### src/rtl/clc_map.svh
`ifndef CLC_MAP_SVH
`define CLC_MAP_SVH

// ****************************************
// register byte addresses
// ****************************************
`define CLC_ADDR_LUT_F   8'h00
`define CLC_ADDR_LUT_G   8'h04
`define CLC_ADDR_LUT_H   8'h08
`define CLC_ADDR_CTRL    8'h0c
`define CLC_ADDR_CMAP    8'h10
`define CLC_ADDR_STATUS  8'h14

// ****************************************
// ctrl fields
// ****************************************
`define CLC_H0_FROM_F    0
`define CLC_H2_FROM_G    1
`define CLC_X_SEL_H      2
`define CLC_Y_SEL_H      3
`define CLC_XD_SRC       4
`define CLC_YD_SRC       6
`define CLC_X_CLK_INV    8
`define CLC_Y_CLK_INV    9
`define CLC_X_LATCH      10
`define CLC_Y_LATCH      11
`define CLC_X_EC_USED    12
`define CLC_Y_EC_USED    13
`define CLC_X_INIT_SET   14
`define CLC_Y_INIT_SET   15
`define CLC_X_SR_EN      16
`define CLC_Y_SR_EN      17
`define CLC_XQ_BYP       18
`define CLC_YQ_BYP       19
`define CLC_XQ_BYP_SRC   20
`define CLC_YQ_BYP_SRC   22
`define CLC_RAM_CLK_INV  24
`define CLC_CTRL_RST     32'h0003_0000

// ****************************************
// control input map fields
// ****************************************
`define CLC_MAP_H1       0
`define CLC_MAP_DIN      2
`define CLC_MAP_SR       4
`define CLC_MAP_EC       6
`define CLC_MAP_MEM_EN   8
`define CLC_MAP_MODE     9
`define CLC_CMAP_RST     32'h0000_00e4

// ****************************************
// bus responses
// ****************************************
`define CLC_RESP_OKAY    2'h0
`define CLC_RESP_SLVERR  2'h2

`endif

### src/rtl/clc_pkg.sv
package clc_pkg;

    typedef enum logic [1:0] {
        CLC_RAM_16X2,
        CLC_RAM_16X1,
        CLC_RAM_32X1
    } clc_ram_mode_e;

    typedef struct packed {
        logic        awvalid;
        logic [7:0]  awaddr;
        logic        wvalid;
        logic [31:0] wdata;
        logic [3:0]  wstrb;
        logic        bready;
        logic        arvalid;
        logic [7:0]  araddr;
        logic        rready;
    } clc_axi_req_s;

    typedef struct packed {
        logic        awready;
        logic        wready;
        logic        bvalid;
        logic [1:0]  bresp;
        logic        arready;
        logic        rvalid;
        logic [31:0] rdata;
        logic [1:0]  rresp;
    } clc_axi_rsp_s;

    typedef struct packed {
        logic [15:0] lut_f;
        logic [15:0] lut_g;
        logic [7:0]  lut_h;
        logic [31:0] ctrl;
        logic [31:0] cmap;
        logic        q_x;
        logic        q_y;
        logic        ck_prev;
        logic        reinit;
        logic        aw_got;
        logic [7:0]  aw_addr;
        logic        w_got;
        logic [31:0] w_data;
        logic [3:0]  w_strb;
        logic        bvalid;
        logic [1:0]  bresp;
        logic        rvalid;
        logic [31:0] rdata;
        logic [1:0]  rresp;
    } clc_state_s;

endpackage

### src/rtl/clc_lookup.sv
`timescale 1ns/1ps

module clc_lookup #(
    parameter int N = 4
) (
    input  wire logic [(1<<N)-1:0] table_bits,
    input  wire logic [N-1:0]      sel,
    output logic                   result
);

    // truth table indexed by the inputs
    assign result = table_bits[sel];

endmodule

### src/rtl/clc_cell.sv
`timescale 1ns/1ps
`include "clc_map.svh"

module clc_cell
    import clc_pkg::*;
(
    input  wire logic         aclk,
    input  wire logic         aresetn,
    input  wire clc_axi_req_s axi_req,
    output clc_axi_rsp_s      axi_rsp,
    input  wire logic [3:0]   first_lookup_inputs,
    input  wire logic [3:0]   second_lookup_inputs,
    input  wire logic [3:0]   external_control_inputs,
    input  wire logic         cell_clock,
    input  wire logic         global_init_net,
    output logic              first_comb_output,
    output logic              second_comb_output,
    output logic              first_registered_output,
    output logic              second_registered_output
);

    // ****************************************
    // state
    // ****************************************
    localparam clc_state_s STATE_RST = '{
        ctrl:    `CLC_CTRL_RST,
        cmap:    `CLC_CMAP_RST,
        default: '0
    };

    clc_state_s s;
    clc_state_s s_nxt;

    // ****************************************
    // control mapping
    // ****************************************
    logic          first_external_input;
    logic          second_external_input;
    logic          zeroth_external_input;
    logic          cell_enable;
    logic          mem_en;
    clc_ram_mode_e ram_mode;

    assign first_external_input  = external_control_inputs[s.cmap[`CLC_MAP_H1 +: 2]];
    assign second_external_input = external_control_inputs[s.cmap[`CLC_MAP_DIN +: 2]];
    assign zeroth_external_input = external_control_inputs[s.cmap[`CLC_MAP_SR +: 2]];
    assign cell_enable           = external_control_inputs[s.cmap[`CLC_MAP_EC +: 2]];
    assign mem_en                = s.cmap[`CLC_MAP_MEM_EN];
    assign ram_mode              = clc_ram_mode_e'(s.cmap[`CLC_MAP_MODE +: 2]);

    // memory mode names for the same lines
    logic local_preset_clear;
    logic write_strobe;
    logic first_data_input;
    logic second_data_input;

    assign local_preset_clear = zeroth_external_input & ~mem_en;
    assign write_strobe       = zeroth_external_input & mem_en;
    assign first_data_input   = second_external_input;
    assign second_data_input  = first_external_input;

    // ****************************************
    // lookup tables
    // ****************************************
    logic       f_res;
    logic       g_res;
    logic       h_res;
    logic [2:0] h_in;

    clc_lookup #(.N(4)) u_lut_f (
        .table_bits (s.lut_f),
        .sel        (first_lookup_inputs),
        .result     (f_res)
    );

    clc_lookup #(.N(4)) u_lut_g (
        .table_bits (s.lut_g),
        .sel        (second_lookup_inputs),
        .result     (g_res)
    );

    assign h_in[0] = s.ctrl[`CLC_H0_FROM_F] ? f_res : zeroth_external_input;
    assign h_in[1] = first_external_input;
    assign h_in[2] = s.ctrl[`CLC_H2_FROM_G] ? g_res : second_external_input;

    clc_lookup #(.N(3)) u_lut_h (
        .table_bits (s.lut_h),
        .sel        (h_in),
        .result     (h_res)
    );

    assign first_comb_output  = s.ctrl[`CLC_X_SEL_H] ? h_res : f_res;
    assign second_comb_output = s.ctrl[`CLC_Y_SEL_H] ? h_res : g_res;

    // ****************************************
    // storage element inputs
    // ****************************************
    function automatic logic pick_d(
        input logic [1:0] src,
        input logic       f,
        input logic       g,
        input logic       h,
        input logic       din
    );
        logic r;
        case (src)
            2'h0:    r = f;
            2'h1:    r = g;
            2'h2:    r = h;
            default: r = din;
        endcase
        return r;
    endfunction

    function automatic logic next_q(
        input logic q,
        input logic d,
        input logic now,
        input logic prev,
        input logic latch,
        input logic ce
    );
        logic r;
        r = q;
        if (ce) begin
            if (latch) begin
                r = now ? q : d;
            end else if (now && !prev) begin
                r = d;
            end
        end
        return r;
    endfunction

    logic d_x;
    logic d_y;
    logic ck_x_now;
    logic ck_x_prev;
    logic ck_y_now;
    logic ck_y_prev;
    logic ce_x;
    logic ce_y;
    logic init_x;
    logic init_y;
    logic force_x;
    logic force_y;
    logic ram_rise;

    assign d_x = pick_d(s.ctrl[`CLC_XD_SRC +: 2], f_res, g_res, h_res, second_external_input);
    assign d_y = pick_d(s.ctrl[`CLC_YD_SRC +: 2], f_res, g_res, h_res, second_external_input);

    assign ck_x_now  = cell_clock ^ s.ctrl[`CLC_X_CLK_INV];
    assign ck_x_prev = s.ck_prev ^ s.ctrl[`CLC_X_CLK_INV];
    assign ck_y_now  = cell_clock ^ s.ctrl[`CLC_Y_CLK_INV];
    assign ck_y_prev = s.ck_prev ^ s.ctrl[`CLC_Y_CLK_INV];

    assign ce_x = ~s.ctrl[`CLC_X_EC_USED] | cell_enable;
    assign ce_y = ~s.ctrl[`CLC_Y_EC_USED] | cell_enable;

    assign init_x = s.ctrl[`CLC_X_INIT_SET];
    assign init_y = s.ctrl[`CLC_Y_INIT_SET];

    assign force_x = global_init_net | s.reinit | (s.ctrl[`CLC_X_SR_EN] & local_preset_clear);
    assign force_y = global_init_net | s.reinit | (s.ctrl[`CLC_Y_SR_EN] & local_preset_clear);

    assign ram_rise = (cell_clock ^ s.ctrl[`CLC_RAM_CLK_INV])
                    & ~(s.ck_prev ^ s.ctrl[`CLC_RAM_CLK_INV]);

    // ****************************************
    // registered outputs
    // ****************************************
    logic sq_x;
    logic sq_y;

    assign sq_x = force_x ? init_x : s.q_x;
    assign sq_y = force_y ? init_y : s.q_y;

    assign first_registered_output = s.ctrl[`CLC_XQ_BYP]
        ? external_control_inputs[s.ctrl[`CLC_XQ_BYP_SRC +: 2]] : sq_x;
    assign second_registered_output = s.ctrl[`CLC_YQ_BYP]
        ? external_control_inputs[s.ctrl[`CLC_YQ_BYP_SRC +: 2]] : sq_y;

    // ****************************************
    // bus handshakes
    // ****************************************
    assign axi_rsp.awready = ~s.aw_got & ~s.bvalid;
    assign axi_rsp.wready  = ~s.w_got & ~s.bvalid;
    assign axi_rsp.arready = ~s.rvalid;
    assign axi_rsp.bvalid  = s.bvalid;
    assign axi_rsp.bresp   = s.bresp;
    assign axi_rsp.rvalid  = s.rvalid;
    assign axi_rsp.rdata   = s.rdata;
    assign axi_rsp.rresp   = s.rresp;

    function automatic logic [31:0] merge(
        input logic [31:0] old,
        input logic [31:0] wd,
        input logic [3:0]  strb
    );
        logic [31:0] r;
        r = old;
        for (int i = 0; i < 4; i++) begin
            if (strb[i]) begin
                r[i*8 +: 8] = wd[i*8 +: 8];
            end
        end
        return r;
    endfunction

    // ****************************************
    // next state
    // ****************************************
    always_comb begin
        logic [31:0] m;
        s_nxt = s;
        m = 32'h0;
        s_nxt.reinit = 1'b0;
        if (axi_req.awvalid && axi_rsp.awready) begin
            s_nxt.aw_got  = 1'b1;
            s_nxt.aw_addr = axi_req.awaddr;
        end
        if (axi_req.wvalid && axi_rsp.wready) begin
            s_nxt.w_got  = 1'b1;
            s_nxt.w_data = axi_req.wdata;
            s_nxt.w_strb = axi_req.wstrb;
        end
        if (s.bvalid && axi_req.bready) begin
            s_nxt.bvalid = 1'b0;
        end
        if (s.aw_got && s.w_got) begin
            s_nxt.aw_got = 1'b0;
            s_nxt.w_got  = 1'b0;
            s_nxt.bvalid = 1'b1;
            s_nxt.bresp  = `CLC_RESP_OKAY;
            s_nxt.reinit = 1'b1;
            case ({s.aw_addr[7:2], 2'b00})
                `CLC_ADDR_LUT_F: begin
                    m = merge({16'h0, s.lut_f}, s.w_data, s.w_strb);
                    s_nxt.lut_f = m[15:0];
                end
                `CLC_ADDR_LUT_G: begin
                    m = merge({16'h0, s.lut_g}, s.w_data, s.w_strb);
                    s_nxt.lut_g = m[15:0];
                end
                `CLC_ADDR_LUT_H: begin
                    m = merge({24'h0, s.lut_h}, s.w_data, s.w_strb);
                    s_nxt.lut_h = m[7:0];
                end
                `CLC_ADDR_CTRL: begin
                    s_nxt.ctrl = merge(s.ctrl, s.w_data, s.w_strb);
                end
                `CLC_ADDR_CMAP: begin
                    s_nxt.cmap = merge(s.cmap, s.w_data, s.w_strb);
                end
                default: begin
                    s_nxt.bresp  = `CLC_RESP_SLVERR;
                    s_nxt.reinit = 1'b0;
                end
            endcase
        end
        if (s.rvalid && axi_req.rready) begin
            s_nxt.rvalid = 1'b0;
        end
        if (axi_req.arvalid && axi_rsp.arready) begin
            s_nxt.rvalid = 1'b1;
            s_nxt.rresp  = `CLC_RESP_OKAY;
            case ({axi_req.araddr[7:2], 2'b00})
                `CLC_ADDR_LUT_F:  s_nxt.rdata = {16'h0, s.lut_f};
                `CLC_ADDR_LUT_G:  s_nxt.rdata = {16'h0, s.lut_g};
                `CLC_ADDR_LUT_H:  s_nxt.rdata = {24'h0, s.lut_h};
                `CLC_ADDR_CTRL:   s_nxt.rdata = s.ctrl;
                `CLC_ADDR_CMAP:   s_nxt.rdata = s.cmap;
                `CLC_ADDR_STATUS: begin
                    s_nxt.rdata = {26'h0, second_comb_output, first_comb_output,
                                   second_registered_output, first_registered_output,
                                   s.q_y, s.q_x};
                end
                default: begin
                    s_nxt.rdata = 32'h0;
                    s_nxt.rresp = `CLC_RESP_SLVERR;
                end
            endcase
        end
        // memory write, edge-triggered on the cell clock
        if (mem_en && write_strobe && ram_rise) begin
            case (ram_mode)
                CLC_RAM_16X2: begin
                    s_nxt.lut_f[first_lookup_inputs]  = first_data_input;
                    s_nxt.lut_g[second_lookup_inputs] = second_data_input;
                end
                CLC_RAM_16X1: begin
                    s_nxt.lut_f[first_lookup_inputs] = first_data_input;
                end
                CLC_RAM_32X1: begin
                    if (second_data_input) begin
                        s_nxt.lut_g[second_lookup_inputs] = first_data_input;
                    end else begin
                        s_nxt.lut_f[first_lookup_inputs] = first_data_input;
                    end
                end
                default: begin
                    s_nxt.lut_f = s.lut_f;
                end
            endcase
        end
        // storage elements run apart from the tables
        s_nxt.ck_prev = cell_clock;
        s_nxt.q_x = force_x ? init_x
                  : next_q(s.q_x, d_x, ck_x_now, ck_x_prev, s.ctrl[`CLC_X_LATCH], ce_x);
        s_nxt.q_y = force_y ? init_y
                  : next_q(s.q_y, d_y, ck_y_now, ck_y_prev, s.ctrl[`CLC_Y_LATCH], ce_y);
    end

    always_ff @(posedge aclk) begin
        if (!aresetn) begin
            s <= STATE_RST;
        end else begin
            s <= s_nxt;
        end
    end

    // ****************************************
    // checks
    // ****************************************
    chk_flop_capture: assert property (
        @(posedge aclk) disable iff (!aresetn)
        (!s.ctrl[`CLC_X_LATCH] && ck_x_now && !ck_x_prev && ce_x && !force_x)
        |=> s.q_x == $past(d_x)
    ) else $error("x element missed its active edge");

    chk_enable_hold: assert property (
        @(posedge aclk) disable iff (!aresetn)
        (s.ctrl[`CLC_X_EC_USED] && !cell_enable && !force_x) |=> $stable(s.q_x)
    ) else $error("x element changed with enable low");

    chk_latch_hold: assert property (
        @(posedge aclk) disable iff (!aresetn)
        (s.ctrl[`CLC_X_LATCH] && ck_x_now && !force_x) |=> $stable(s.q_x)
    ) else $error("x latch changed while closed");

    chk_sr_force: assert property (
        @(posedge aclk) disable iff (!aresetn)
        (force_x && !s.ctrl[`CLC_XQ_BYP])
        |-> first_registered_output == init_x ##1 s.q_x == $past(init_x)
    ) else $error("x output not forced to init value");

    chk_global_init: assert property (
        @(posedge aclk) disable iff (!aresetn)
        global_init_net |=> (s.q_x == $past(init_x)) && (s.q_y == $past(init_y))
    ) else $error("global init did not force both elements");

    chk_comb_path: assert property (
        @(posedge aclk) disable iff (!aresetn)
        !s.ctrl[`CLC_Y_SEL_H] |-> second_comb_output == s.lut_g[second_lookup_inputs]
    ) else $error("second combinational output not from table");

    chk_ram_write: assert property (
        @(posedge aclk) disable iff (!aresetn)
        (mem_en && ram_mode == CLC_RAM_16X1 && write_strobe && ram_rise)
        |=> s.lut_f[$past(first_lookup_inputs)] == $past(first_data_input)
    ) else $error("memory write not stored");

    chk_write_resp: assert property (
        @(posedge aclk) disable iff (!aresetn)
        (s.aw_got && s.w_got && ({s.aw_addr[7:2], 2'b00} <= `CLC_ADDR_CMAP))
        |=> s.bvalid ##1 (s.q_y == $past(init_y))
    ) else $error("write response or reinit missing");

    chk_ram_idle: assert property (
        @(posedge aclk) disable iff (!aresetn)
        (!mem_en && !(s.aw_got && s.w_got)) |=> $stable(s.lut_g)
    ) else $error("table changed outside memory mode");

endmodule

### config.mk
export PLATFORM = sky130hd
export DESIGN_NAME = clc_cell
export DESIGN_NICKNAME = d
export VERILOG_FILES = /design/src/rtl/clc_pkg.sv /design/src/rtl/clc_lookup.sv /design/src/rtl/clc_cell.sv
export VERILOG_INCLUDE_DIRS = /design/src /design/src/rtl
export SDC_FILE = /design/constraint.sdc
export NUM_CORES = 1
export LEC_CHECK = 0
export BUFFER_PORTS_ARGS = -buffer_cell sky130_fd_sc_hd__buf_2
export CAP_MARGIN = 20
export CELL_PAD_IN_SITES_DETAIL_PLACEMENT = 2
export CELL_PAD_IN_SITES_GLOBAL_PLACEMENT = 2
export CORE_ASPECT_RATIO = 0.9
export CORE_MARGIN = 1
export CORE_UTILIZATION = 38
export CTS_BUF_LIST = sky130_fd_sc_hd__clkbuf_16
export DETAILED_ROUTE_END_ITERATION = 16
export PLACE_DENSITY_LB_ADDON = 0.1
export SYNTH_ARGS = -nofsm -noshare
export SYNTH_HDL_FRONTEND = slang
export SYNTH_SLANG_ARGS = --single-unit
### constraint.sdc
create_clock -name aclk -period 4 [get_ports aclk]
set_input_delay 0 -clock aclk [delete_from_list [all_inputs] [get_ports aclk]]
set_output_delay 0 -clock aclk [all_outputs]
set_load 0.02 [all_outputs]
==> impl_metrics.csv, run 1 <==
group,metric,value,unit
sta,fmax,325,MHz
cells_and_area,final_area,11000,sq um
power_and_ir_drop,p_clk_share,42.3,%
sta,grt_setup_unrepaired,"false",
cells_and_area,fin_nets,1250,
power_and_ir_drop,power_density,365,nW/um^2
die,start_util,38.7,%
cells_and_area,finalNonFillerCells,1498,
clock_network,post_cts_buffers,0,
yosys,syn_area,9400,sq um
power_and_ir_drop,p_comb_share,8.8,%
routing,ant_nets,0,
routing,wl_per_cell,23.1,um
routing,firstDrtPassIters,7,
clock_network,htreeDepth,4,
yosys,ys_seq_area_share,40.0,%
clock_network,cts-resized-gates,0,
yosys,yosys_warnings,0,
die,rows,54,
global_routing,grtUsageMet2,48.1,%
routing,vias,8612,
global_routing,grt_use_met1,36.5,%
critical_path,endpoint_kind,"output pin",
critical_path,rr_worst_depth,6,
cells_and_area,syn_to_final_growth,16.7,%
global_routing,grt_use_total,28.0,%
critical_path,critPathLaunchType,"flip-flop",
die,die_area,25400,sq um
clock_network,ctsRootBufferMaster,"clkbuf_16",
clock_network,clkSlewWorstSetupHoldPaths,0.07,ns
global_routing,grt_pass1_vias,9107,
cells_and_area,num_antenna_cells,0,
routing,drc_errors,0,
power_and_ir_drop,p_sw,0.00114,W
sta,post-route-min-period,3.07,ns
power_and_ir_drop,vdd_drop_max,299,uV
placed_design,dpl.hpwl,23400,um
placed_design,dp.cells,1416,
placed_design,place.gp.congestion,0.862,
yosys,postSynthAreaPerCell,8.62,sq um
yosys,synthFlopType,"dfxtp_1",
die,coreArea,24300,sq um
die,die-width,168,um
sta,fin_crit_sh,76.9,%
power_and_ir_drop,power.internal,0.00287,W
sta,drv_slew,0,
sta,fin_tns_setup,0,ns
run_status,status,"complete, no violations",
job,maxCapViolCount,0,
hold_path,hold_class,"in2reg",
clock_network,cts_sinks,188,
critical_path,worstPathArrival,3.07,ns
cells_and_area,drive_gt1_share,18.0,%
hold_path,hold_path_depth,4,
sta,worst_pin_slew,0.993,ns
yosys,ys_top_cells_by_count,"dfxtp_1 (188), nor2_1 (176), nand2_1 (151)",
sta,slew-limit-headroom,33.7,%
global_routing,grt_busiest_layer,"met2",
clock_network,numCtsBuffers,17,
global_routing,grt_pass1_wl,53300,um
power_and_ir_drop,p_leak,4.62,nW
die,die_h,151,um
sta,hold_violations,0,
placed_design,placement.io_buffers,111,
yosys,synth.most_common_cell,"dfxtp_1",
sta,finClkSkew,0.0171,ns
yosys,synthTopCellsByArea,"dfxtp_1 (40%), mux2i_1 (12%), nor2_1 (7.0%)",
clock_network,clockBufferDepth,2,
routing,drtIter0Drc,506,
yosys,ys_seq_elements,188,
yosys,synth_cell_types,69,
yosys,yosysTopAreaCellShare,40.0,%
placed_design,post_dp_cell_area,9890,sq um
clock_network,clk_latency,0.45,ns
critical_path,critical_path.max_fanout,5,
global_routing,grt_max_degree,88,
global_routing,antenna_found_initial,1,
critical_path,crit_required,4.00,ns
yosys,async_flop_share,0,%
sta,setup-violations-final,0,
power_and_ir_drop,power.total,0.00401,W
routing,via_per_inst,5.75,
yosys,synth_edf_count,0,
clock_network,ctsHoldBuffers,49,
routing,drt-total-wl,34600,um
power_and_ir_drop,switching_share,28.4,%
cells_and_area,final_core_util,45.2,%
clock_network,cts_tree,"built",
yosys,synth_cells,1090,
global_routing,overflow,0,
global_routing,gr-usage-met3,5.17,%
power_and_ir_drop,pwr-share-seq,49.0,%
yosys,yosysTopAreaCell,"dfxtp_1",
die,ios,118,
critical_path,path_class,"reg2out",
[final cells by class]
type / instances / area (sq um)
Fill cell: 2707 / 13300
Multi-Input combinational cell: 789 / 5080
Sequential cell: 188 / 3760
Timing Repair Buffer: 170 / 1120
Clock buffer: 17 / 425
Tap cell: 308 / 385
Clock inverter: 15 / 148
Inverter: 11 / 43.8
[worst max-delay path, stage by stage (launching register included)]
cell     delay (ns)
dfxtp_1        0.39
mux4_2         0.53
mux2i_4        0.35
mux2_1         0.37
a311o_2        0.42
nand3_1        0.12
o21a_1         0.21
a21oi_1        0.09
buf_2          0.16
[sequential cells by signal, summed over array words and instances (netlist names)]
name      cells
init_x        1
mem_en        1
axi_rsp      36
init_y        1
ram_mode      2
s           147
[kinds of logic (layout without fill, tap and decap cells)]
| family | after synthesis | after routing | share of synthesized area [%] |
|---|---|---|---|
| mux | 159 | 159 | 19.3 |
| buf+inv | 114 | 213 | 6.23 |
| flops | 188 | 188 | 40.0 |
| compound gates | 218 | 218 | 15.3 |
| other cells | 1 | 2 | 0.0399 |
| simple gates | 410 | 410 | 19.1 |
[cells in the final DEF, fill, tap and decap left out, types with 3 or more instances in the layout]
cell type      synthesis  final
o221ai_1               3      3
inv_1                 11     10
a22oi_1               30     30
nand2_1              151    151
inv_8                  0      6
buf_2                  6    111
a211oi_1               3      3
nor3_1                 7      7
dlygate4sd3_1          0     49
a22o_1                 5      5
mux2i_1              114    114
o211ai_1              16     16
nand4_1                3      3
o21a_1                 5      5
o22a_1                11     11
and3_1                 7      7
clkbuf_16              0     17
nor3b_1                5      5
a32oi_1                4      4
buf_4                 38      9
mux4_2                11     11
dfxtp_1              188    188
and3b_1                3      3
nand3_1               15     15
nand2b_1               9      9
clkinv_4               0      4
mux2_2                30     30
and2_1                 5      4
a21oi_1              101    101
a32o_1                 3      3
nor2b_1               10     10
nor2_1               176    176
o21ai_0               11     11
[worst paths after layout]
check	from	endpoint	slack [ns]
setup reg to reg	s[78]	s[94]	1.15
hold reg to reg	axi_rsp[17]	axi_rsp[17]	0.49
setup / recovery	s[190]	second_comb_output	0.93
hold / removal	second_lookup_inputs[3]	s[160]	0.06
[power groups by stage]
| stage | logic (W) | clock network [W] | registers (W) |
|---|---|---|---|
| global placement | 0.000298 | 0 | 0.00200 |
| floorplan | 0.000198 | 0 | 0.00198 |
| detailed placement | 0.000306 | 0 | 0.00201 |
| finish | 0.000351 | 0.00169 | 0.00196 |
| global route | 0.000382 | 0.00180 | 0.00197 |
| CTS | 0.000346 | 0.00173 | 0.00196 |
[per-layer routing]
layer	vias to the layer above	wire length, um
met1	4389	16000
met5	-	0
li1	3974	-
met2	217	16600
met3	32	1580
met4	0	410
[per-stage QoR]
step	hold WS (ns)	setup slack [ns]
after floorplan	0.0990	1.70
after global placement	0.191	1.36
after detailed placement	0.194	1.29
after CTS	0.0389	0.939
after global routing	0.0929	0.840
final	0.0582	0.925
No activity file was read; power rests on OpenSTA's default activity.
==> inputs of run 2 (changes only) <==
--- a/config.mk
+++ b/config.mk
@@ -12,7 +12,7 @@
 export CELL_PAD_IN_SITES_GLOBAL_PLACEMENT = 2
 export CORE_ASPECT_RATIO = 0.9
 export CORE_MARGIN = 1
-export CORE_UTILIZATION = 38
+export CORE_UTILIZATION = 32
 export CTS_BUF_LIST = sky130_fd_sc_hd__clkbuf_16
 export DETAILED_ROUTE_END_ITERATION = 16
 export PLACE_DENSITY_LB_ADDON = 0.1
==> constraint.sdc (replaced) <==
create_clock -name aclk -period 2.55 [get_ports aclk]
set_input_delay 0 -clock aclk [delete_from_list [all_inputs] [get_ports aclk]]
set_output_delay 0 -clock aclk [all_outputs]
set_load 0.02 [all_outputs]
==> run 2 against run 1 <==
Net effect: highest routed layer unchanged; cell area up 6.4%; critical path type unchanged; the run now ends with negative setup slack left; sequential share of layout area down 1.9 points; die area up 19%; clock power up 64%; largest cell class unchanged; register-to-register slack worse by 1.1 ns; global-route usage down 4.0 points.
==> impl_metrics.csv, run 2 (same netlist as run 1, synthesis figures left out) <==
group,metric,value,unit
run_status,status,"finished, violations left",
run_status,failed_checks,"negative setup slack",
critical_path,critPathSlowestCell,"mux4_2",
die,die_area,30100,sq um
critical_path,critPathLaunchType,"flip-flop",
job,maxCapViolCount,0,
critical_path,worstPathArrival,2.64,ns
critical_path,max_stage_delay,0.67,ns
cells_and_area,num_antenna_cells,0,
global_routing,grt_max_degree,67,
placed_design,placement.io_buffers,111,
clock_network,cts_tree,"built",
power_and_ir_drop,vdd_drop_max,507,uV
power_and_ir_drop,p_comb_share,9.1,%
clock_network,clockBufferDepth,2,
critical_path,critical_path.top_delay_family,"multiplexers",
cells_and_area,drive_gt1_share,24.0,%
global_routing,grt_pass1_vias,8901,
cells_and_area,fin_nets,1302,
clock_network,clkSlewWorstSetupHoldPaths,0.09,ns
placed_design,pre_cts_ws,0.167,ns
global_routing,grt_pass1_wl,54000,um
power_and_ir_drop,p_leak,4.93,nW
critical_path,endpoint_kind,"output pin",
routing,vias,8627,
clock_network,clk_latency,0.45,ns
placed_design,place.gp.congestion,0.841,
sta,worst_pin_slew,0.754,ns
critical_path,path_class,"reg2out",
cells_and_area,largest_register,"s",
clock_network,htreeDepth,4,
sta,setup-violations-final,4,
sta,finClkSkew,0.0175,ns
critical_path,crit_required,2.55,ns
power_and_ir_drop,power.internal,0.00455,W
critical_path,path_buf_inv,1,
clock_network,cts_sinks,188,
sta,hold_violations,0,
sta,grt_setup_unrepaired,"true",
routing,via_per_inst,5.27,
die,start_util,32.6,%
power_and_ir_drop,pwr-share-seq,47.8,%
routing,drc_errors,0,
cells_and_area,fill_cells,3235,
sta,post-route-min-period,2.64,ns
clock_network,ctsRootBufferMaster,"clkbuf_16",
sta,drv_slew,0,
sta,setup_ws,-0.0894,ns
routing,drtIter0Drc,505,
die,ios,118,
cells_and_area,finalNonFillerCells,1638,
die,die-width,183,um
global_routing,overflow,0,
die,rows,59,
clock_network,numCtsBuffers,17,
critical_path,rrSetupSlack,0.07,ns
power_and_ir_drop,switching_share,29.3,%
placed_design,dpl.hpwl,24500,um
cells_and_area,syn_to_final_growth,24.1,%
hold_path,hold_class,"in2reg",
cells_and_area,mostFrequentLayoutCells,"nor2_1 (176), dfxtp_1 (171), nand2_1 (151)",
die,die_h,165,um
routing,wl_per_cell,21.6,um
cells_and_area,largest_reg_flops,147,
cells_and_area,layout_commonest_cell,"nor2_1",
sta,slew-limit-headroom,49.7,%
sta,fmax,379,MHz
routing,ant_nets,0,
routing,firstDrtPassIters,7,
power_and_ir_drop,power_density,553,nW/um^2
power_and_ir_drop,p_clk_share,43.1,%
critical_path,path_cells,"mux4_2 -> mux2_4 -> a21oi_4 -> o221ai_2 -> o21ai_2 -> and3b_2 -> nor3_2 -> buf_4",
global_routing,antenna_found_initial,1,
power_and_ir_drop,p_sw,0.00189,W
global_routing,grt_use_total,23.9,%
routing,drt-total-wl,35300,um
sta,fin_crit_sh,104,%
die,coreArea,28900,sq um
critical_path,critical_path.max_fanout,6,
placed_design,dp.cells,1534,
==> run 2: cell types whose count changed in the layout (fill, tap and decap cells not counted), sizes merged <==
| cell | before | now |
|---|---|---|
| dlygate4sd3 | 49 | 48 |
| inv | 19 | 18 |
| clkinvlp | 1 | 0 |
| clkinv | 6 | 8 |
| buf | 121 | 174 |
==> run 2: layout make-up <==
class                   instances  area, sq um  area share (%)
clock inverters                15          171            1.47
flip-flops and latches        188         3780            32.4
clock buffers                  17          425            3.65
repair buffers                222         1580            13.5
inverters                      11         43.8           0.375
multi-input cells             789         5160            44.3
well taps                     396          495            4.25
==> run 2: power groups by stage <==
stage          combinational, W  sequential [W]  clock [W]
3_5_place_dp           0.000508         0.00315          0
3_3_place_gp           0.000501         0.00315          0
6_report               0.000587         0.00308    0.00278
2_1_floorplan          0.000310         0.00310          0
4_1_cts                0.000575         0.00308    0.00284
5_1_grt                0.000644         0.00309    0.00296
==> run 2: metrics by stage <==
stage	hold WS (ns)	total power [W]	util [%]	TNS (ns)	area (sq um)
3_3_place_gp	0.193	0.00365	35.6	0	10300
5_1_grt	0.0855	0.00669	40.4	-0.698	11700
3_5_place_dp	0.189	0.00366	35.6	0	10300
6_report	0.0692	0.00644	40.4	-0.244	11700
4_1_cts	0.0355	0.00650	40.0	-0.219	11600
2_1_floorplan	0.0990	0.00341	-	0	9400
==> run 2: layer usage <==
layer	track usage (%)	vias to the layer above	routed length [um]
li1	-	4064	-
met1	33.3	4352	17300
met2	38.9	174	16300
met3	3.09	37	1220
met4	6.61	0	544
met5	0	-	0
==> run 2: repair_timing <==
action / in CTS / in global routing
endpoints found under the setup margin: 4 / 4
resized for setup: 33 / 13
hold buffers: 48 / 0
hold endpoints to repair: 52 / 0
pin swaps: 9 / 9
setup buffers: 19 / 5
==> run 2: worst min-delay path: cells and delay by family <==
kind	cells	cell delay (ns)
AND/OR/NAND/NOR	2	0.21
buffers and inverters	1	0.20
AO/OA/AOI/OAI	1	0.06
==> run 2: worst paths after layout <==
kind                                 from                end  depth (start not counted)
setup / recovery                    s[92]  first_comb_output                          8
hold / removal    second_lookup_inputs[3]             s[160]                          4
hold reg to reg                     s[41]              s[41]                          2
setup reg to reg                   s[165]         axi_rsp[6]                          8
==> inputs of run 3 (changes only) <==
--- a/config.mk
+++ b/config.mk
@@ -15,7 +15,7 @@
 export CORE_UTILIZATION = 32
 export CTS_BUF_LIST = sky130_fd_sc_hd__clkbuf_16
 export DETAILED_ROUTE_END_ITERATION = 16
-export PLACE_DENSITY_LB_ADDON = 0.1
+export PLACE_DENSITY = 0.8
 export SYNTH_ARGS = -nofsm -noshare
 export SYNTH_HDL_FRONTEND = slang
 export SYNTH_SLANG_ARGS = --single-unit
==> run 3 against run 2 <==
Net effect: the run still ends with negative setup slack left; via count up 2.4%; worst hold slack got worse by 0.025 ns; sequential share of layout area is 0.27 points higher; non-clock buffer count fell by 20; total power is 5.0% higher; count of clock-buffer cells in the layout unchanged; clock power rose by 12%; largest cell class unchanged; highest routed layer unchanged.
==> impl_metrics.csv, run 3 (same netlist as run 1, synthesis figures left out) <==
group,metric,value,unit
hold_path,hold_path_depth,4,
routing,firstDrtPassIters,5,
routing,drt-total-wl,36800,um
sta,fin_crit_sh,104,%
sta,setup-violations-final,3,
sta,fmax,376,MHz
placed_design,place.gp.congestion,0.845,
global_routing,grt_max_degree,64,
critical_path,worstPathArrival,2.66,ns
global_routing,grt_use_met1,32.7,%
sta,setup_ws,-0.108,ns
job,maxCapViolCount,0,
clock_network,cts_tree,"built",
routing,wl_per_cell,22.8,um
sta,grt_setup_unrepaired,"true",
routing,drtIter0Drc,586,
cells_and_area,layout_commonest_cell,"nor2_1",
clock_network,clk_latency,0.46,ns
die,die-width,183,um
power_and_ir_drop,power.total,0.00677,W
die,rows,59,
cells_and_area,fill_cells,3212,
cells_and_area,largest_reg_flops,147,
power_and_ir_drop,p_comb_share,8.7,%
sta,slew-limit-headroom,44.7,%
power_and_ir_drop,p_clk_share,45.8,%
sta,hold_violations,0,
routing,drc_errors,0,
cells_and_area,num_antenna_cells,0,
critical_path,max_stage_delay,0.49,ns
hold_path,hold_path.startpoint,"axi_req[47]",
critical_path,critical_path.max_fanout,4,
placed_design,pre_cts_ws,0.134,ns
sta,post-route-min-period,2.66,ns
run_status,failed_checks,"negative setup slack",
critical_path,rrSetupSlack,0.04,ns
hold_path,hold_class,"in2reg",
routing,via_per_inst,5.46,
critical_path,path_class,"reg2out",
clock_network,htreeDepth,4,
die,die_h,165,um
sta,finClkSkew,0.0180,ns
power_and_ir_drop,p_sw,0.00179,W
critical_path,startpoint,"s[183]",
critical_path,rr_worst_depth,9,
global_routing,grt_pass1_wl,56100,um
global_routing,grt_pass1_vias,9399,
placed_design,placement.io_buffers,111,
critical_path,reg2reg_from,"s[173]",
clock_network,ctsRootBufferMaster,"clkbuf_16",
sta,worst_pin_slew,0.808,ns
critical_path,endpoint_kind,"output pin",
die,start_util,32.6,%
critical_path,critical_path.top_delay_family,"multiplexers",
cells_and_area,fin_nets,1282,
power_and_ir_drop,p_leak,4.83,nW
global_routing,grt_use_total,24.8,%
cells_and_area,final_area,11600,sq um
sta,drv_slew,0,
sta,hold_ws,0.0441,ns
global_routing,grtUsageMet2,41.0,%
critical_path,path_cells,"mux4_2 -> mux2i_4 -> mux2_4 -> a311o_2 -> nand3_2 -> o21a_1 -> a21oi_2 -> buf_4",
die,coreArea,28900,sq um
cells_and_area,syn_to_final_growth,23.0,%
global_routing,grt_busiest_layer,"met2",
run_status,status,"finished, violations left",
clock_network,clkSlewWorstSetupHoldPaths,0.07,ns
global_routing,antenna_found_initial,0,
critical_path,critPathSlowestCell,"mux4_2",
power_and_ir_drop,vdd_drop_max,499,uV
power_and_ir_drop,pwr-share-seq,45.5,%
routing,ant_nets,0,
global_routing,gr-usage-met3,4.06,%
clock_network,cts_sinks,188,
placed_design,post_dp_cell_area,10200,sq um
hold_path,worstHoldEndpoint,"s[69]",
cells_and_area,largest_register,"s",
clock_network,clockBufferDepth,2,
die,ios,118,
clock_network,numCtsBuffers,17,
cells_and_area,mostFrequentLayoutCells,"nor2_1 (176), dfxtp_1 (175), nand2_1 (150)",
power_and_ir_drop,power.internal,0.00498,W
critical_path,crit_required,2.55,ns
critical_path,critPathLaunchType,"flip-flop",
critical_path,r2r-end,"s[86]",
routing,vias,8834,
cells_and_area,drive_gt1_share,22.5,%
placed_design,dpl.hpwl,24700,um
power_and_ir_drop,switching_share,26.4,%
critical_path,path_buf_inv,1,
power_and_ir_drop,power_density,586,nW/um^2
global_routing,overflow,0,
die,die_area,30100,sq um
run 3: timing repair:
| item | 4_1_cts | 5_1_grt |
|---|---|---|
| hold buffers | 48 | 0 |
| pin swaps | 8 | 8 |
| gates resized for setup | 26 | 18 |
| endpoints found under the setup margin | 4 | 4 |
| setup buffers | 7 | 8 |
| endpoints found under the hold margin | 49 | 0 |
run 3: worst max path at each step:
stage | cells past startpoint | endpoint
finish | 8 | second_comb_output
global route | 8 | first_comb_output
CTS | 8 | first_comb_output
detailed placement | 7 | s[87]
global placement | 7 | s[87]
floorplan | 7 | s[87]
run 3: stage by stage:
| stage | std cells | util [%] | TNS [ns] |
|---|---|---|---|
| 6_report | 1618 | 40.0 | -0.246 |
| 5_1_grt | 1618 | 40.0 | -0.546 |
| 4_1_cts | 1610 | 39.6 | -0.189 |
| 3_5_place_dp | 1523 | 35.3 | 0 |
| 3_3_place_gp | 1523 | 35.3 | 0 |
| 2_1_floorplan | 1091 | - | 0 |
run 3: routing by layer:
metal,wire (um),part of all wire [%]
met2,17400,47
met3,1680,4.6
met1,17000,46
met4,790,2.1
met5,0,0
run 3: power by group through the flow:
stage	combinational (W)	sequential, W	clock [W]
final	0.000587	0.00308	0.00310
after global routing	0.000631	0.00309	0.00325
after CTS	0.000570	0.00308	0.00314
after detailed placement	0.000499	0.00315	0
after global placement	0.000483	0.00314	0
after floorplan	0.000310	0.00310	0
run 3: final cells by class:
| cell class | count | area (sq um) | area share [%] |
|---|---|---|---|
| Timing Repair Buffer | 202 | 1430 | 12.4 |
| Clock buffer | 17 | 425 | 3.68 |
| Tap cell | 396 | 495 | 4.29 |
| Inverter | 11 | 43.8 | 0.379 |
| Clock inverter | 15 | 240 | 2.08 |
| Sequential cell | 188 | 3780 | 32.7 |
| Multi-Input combinational cell | 789 | 5140 | 44.5 |
run 3: worst min-delay path: stages:
cell and delay (ns):
buf_2 0.11, and2_1 0.14, nand2_1 0.11, a21oi_1 0.08
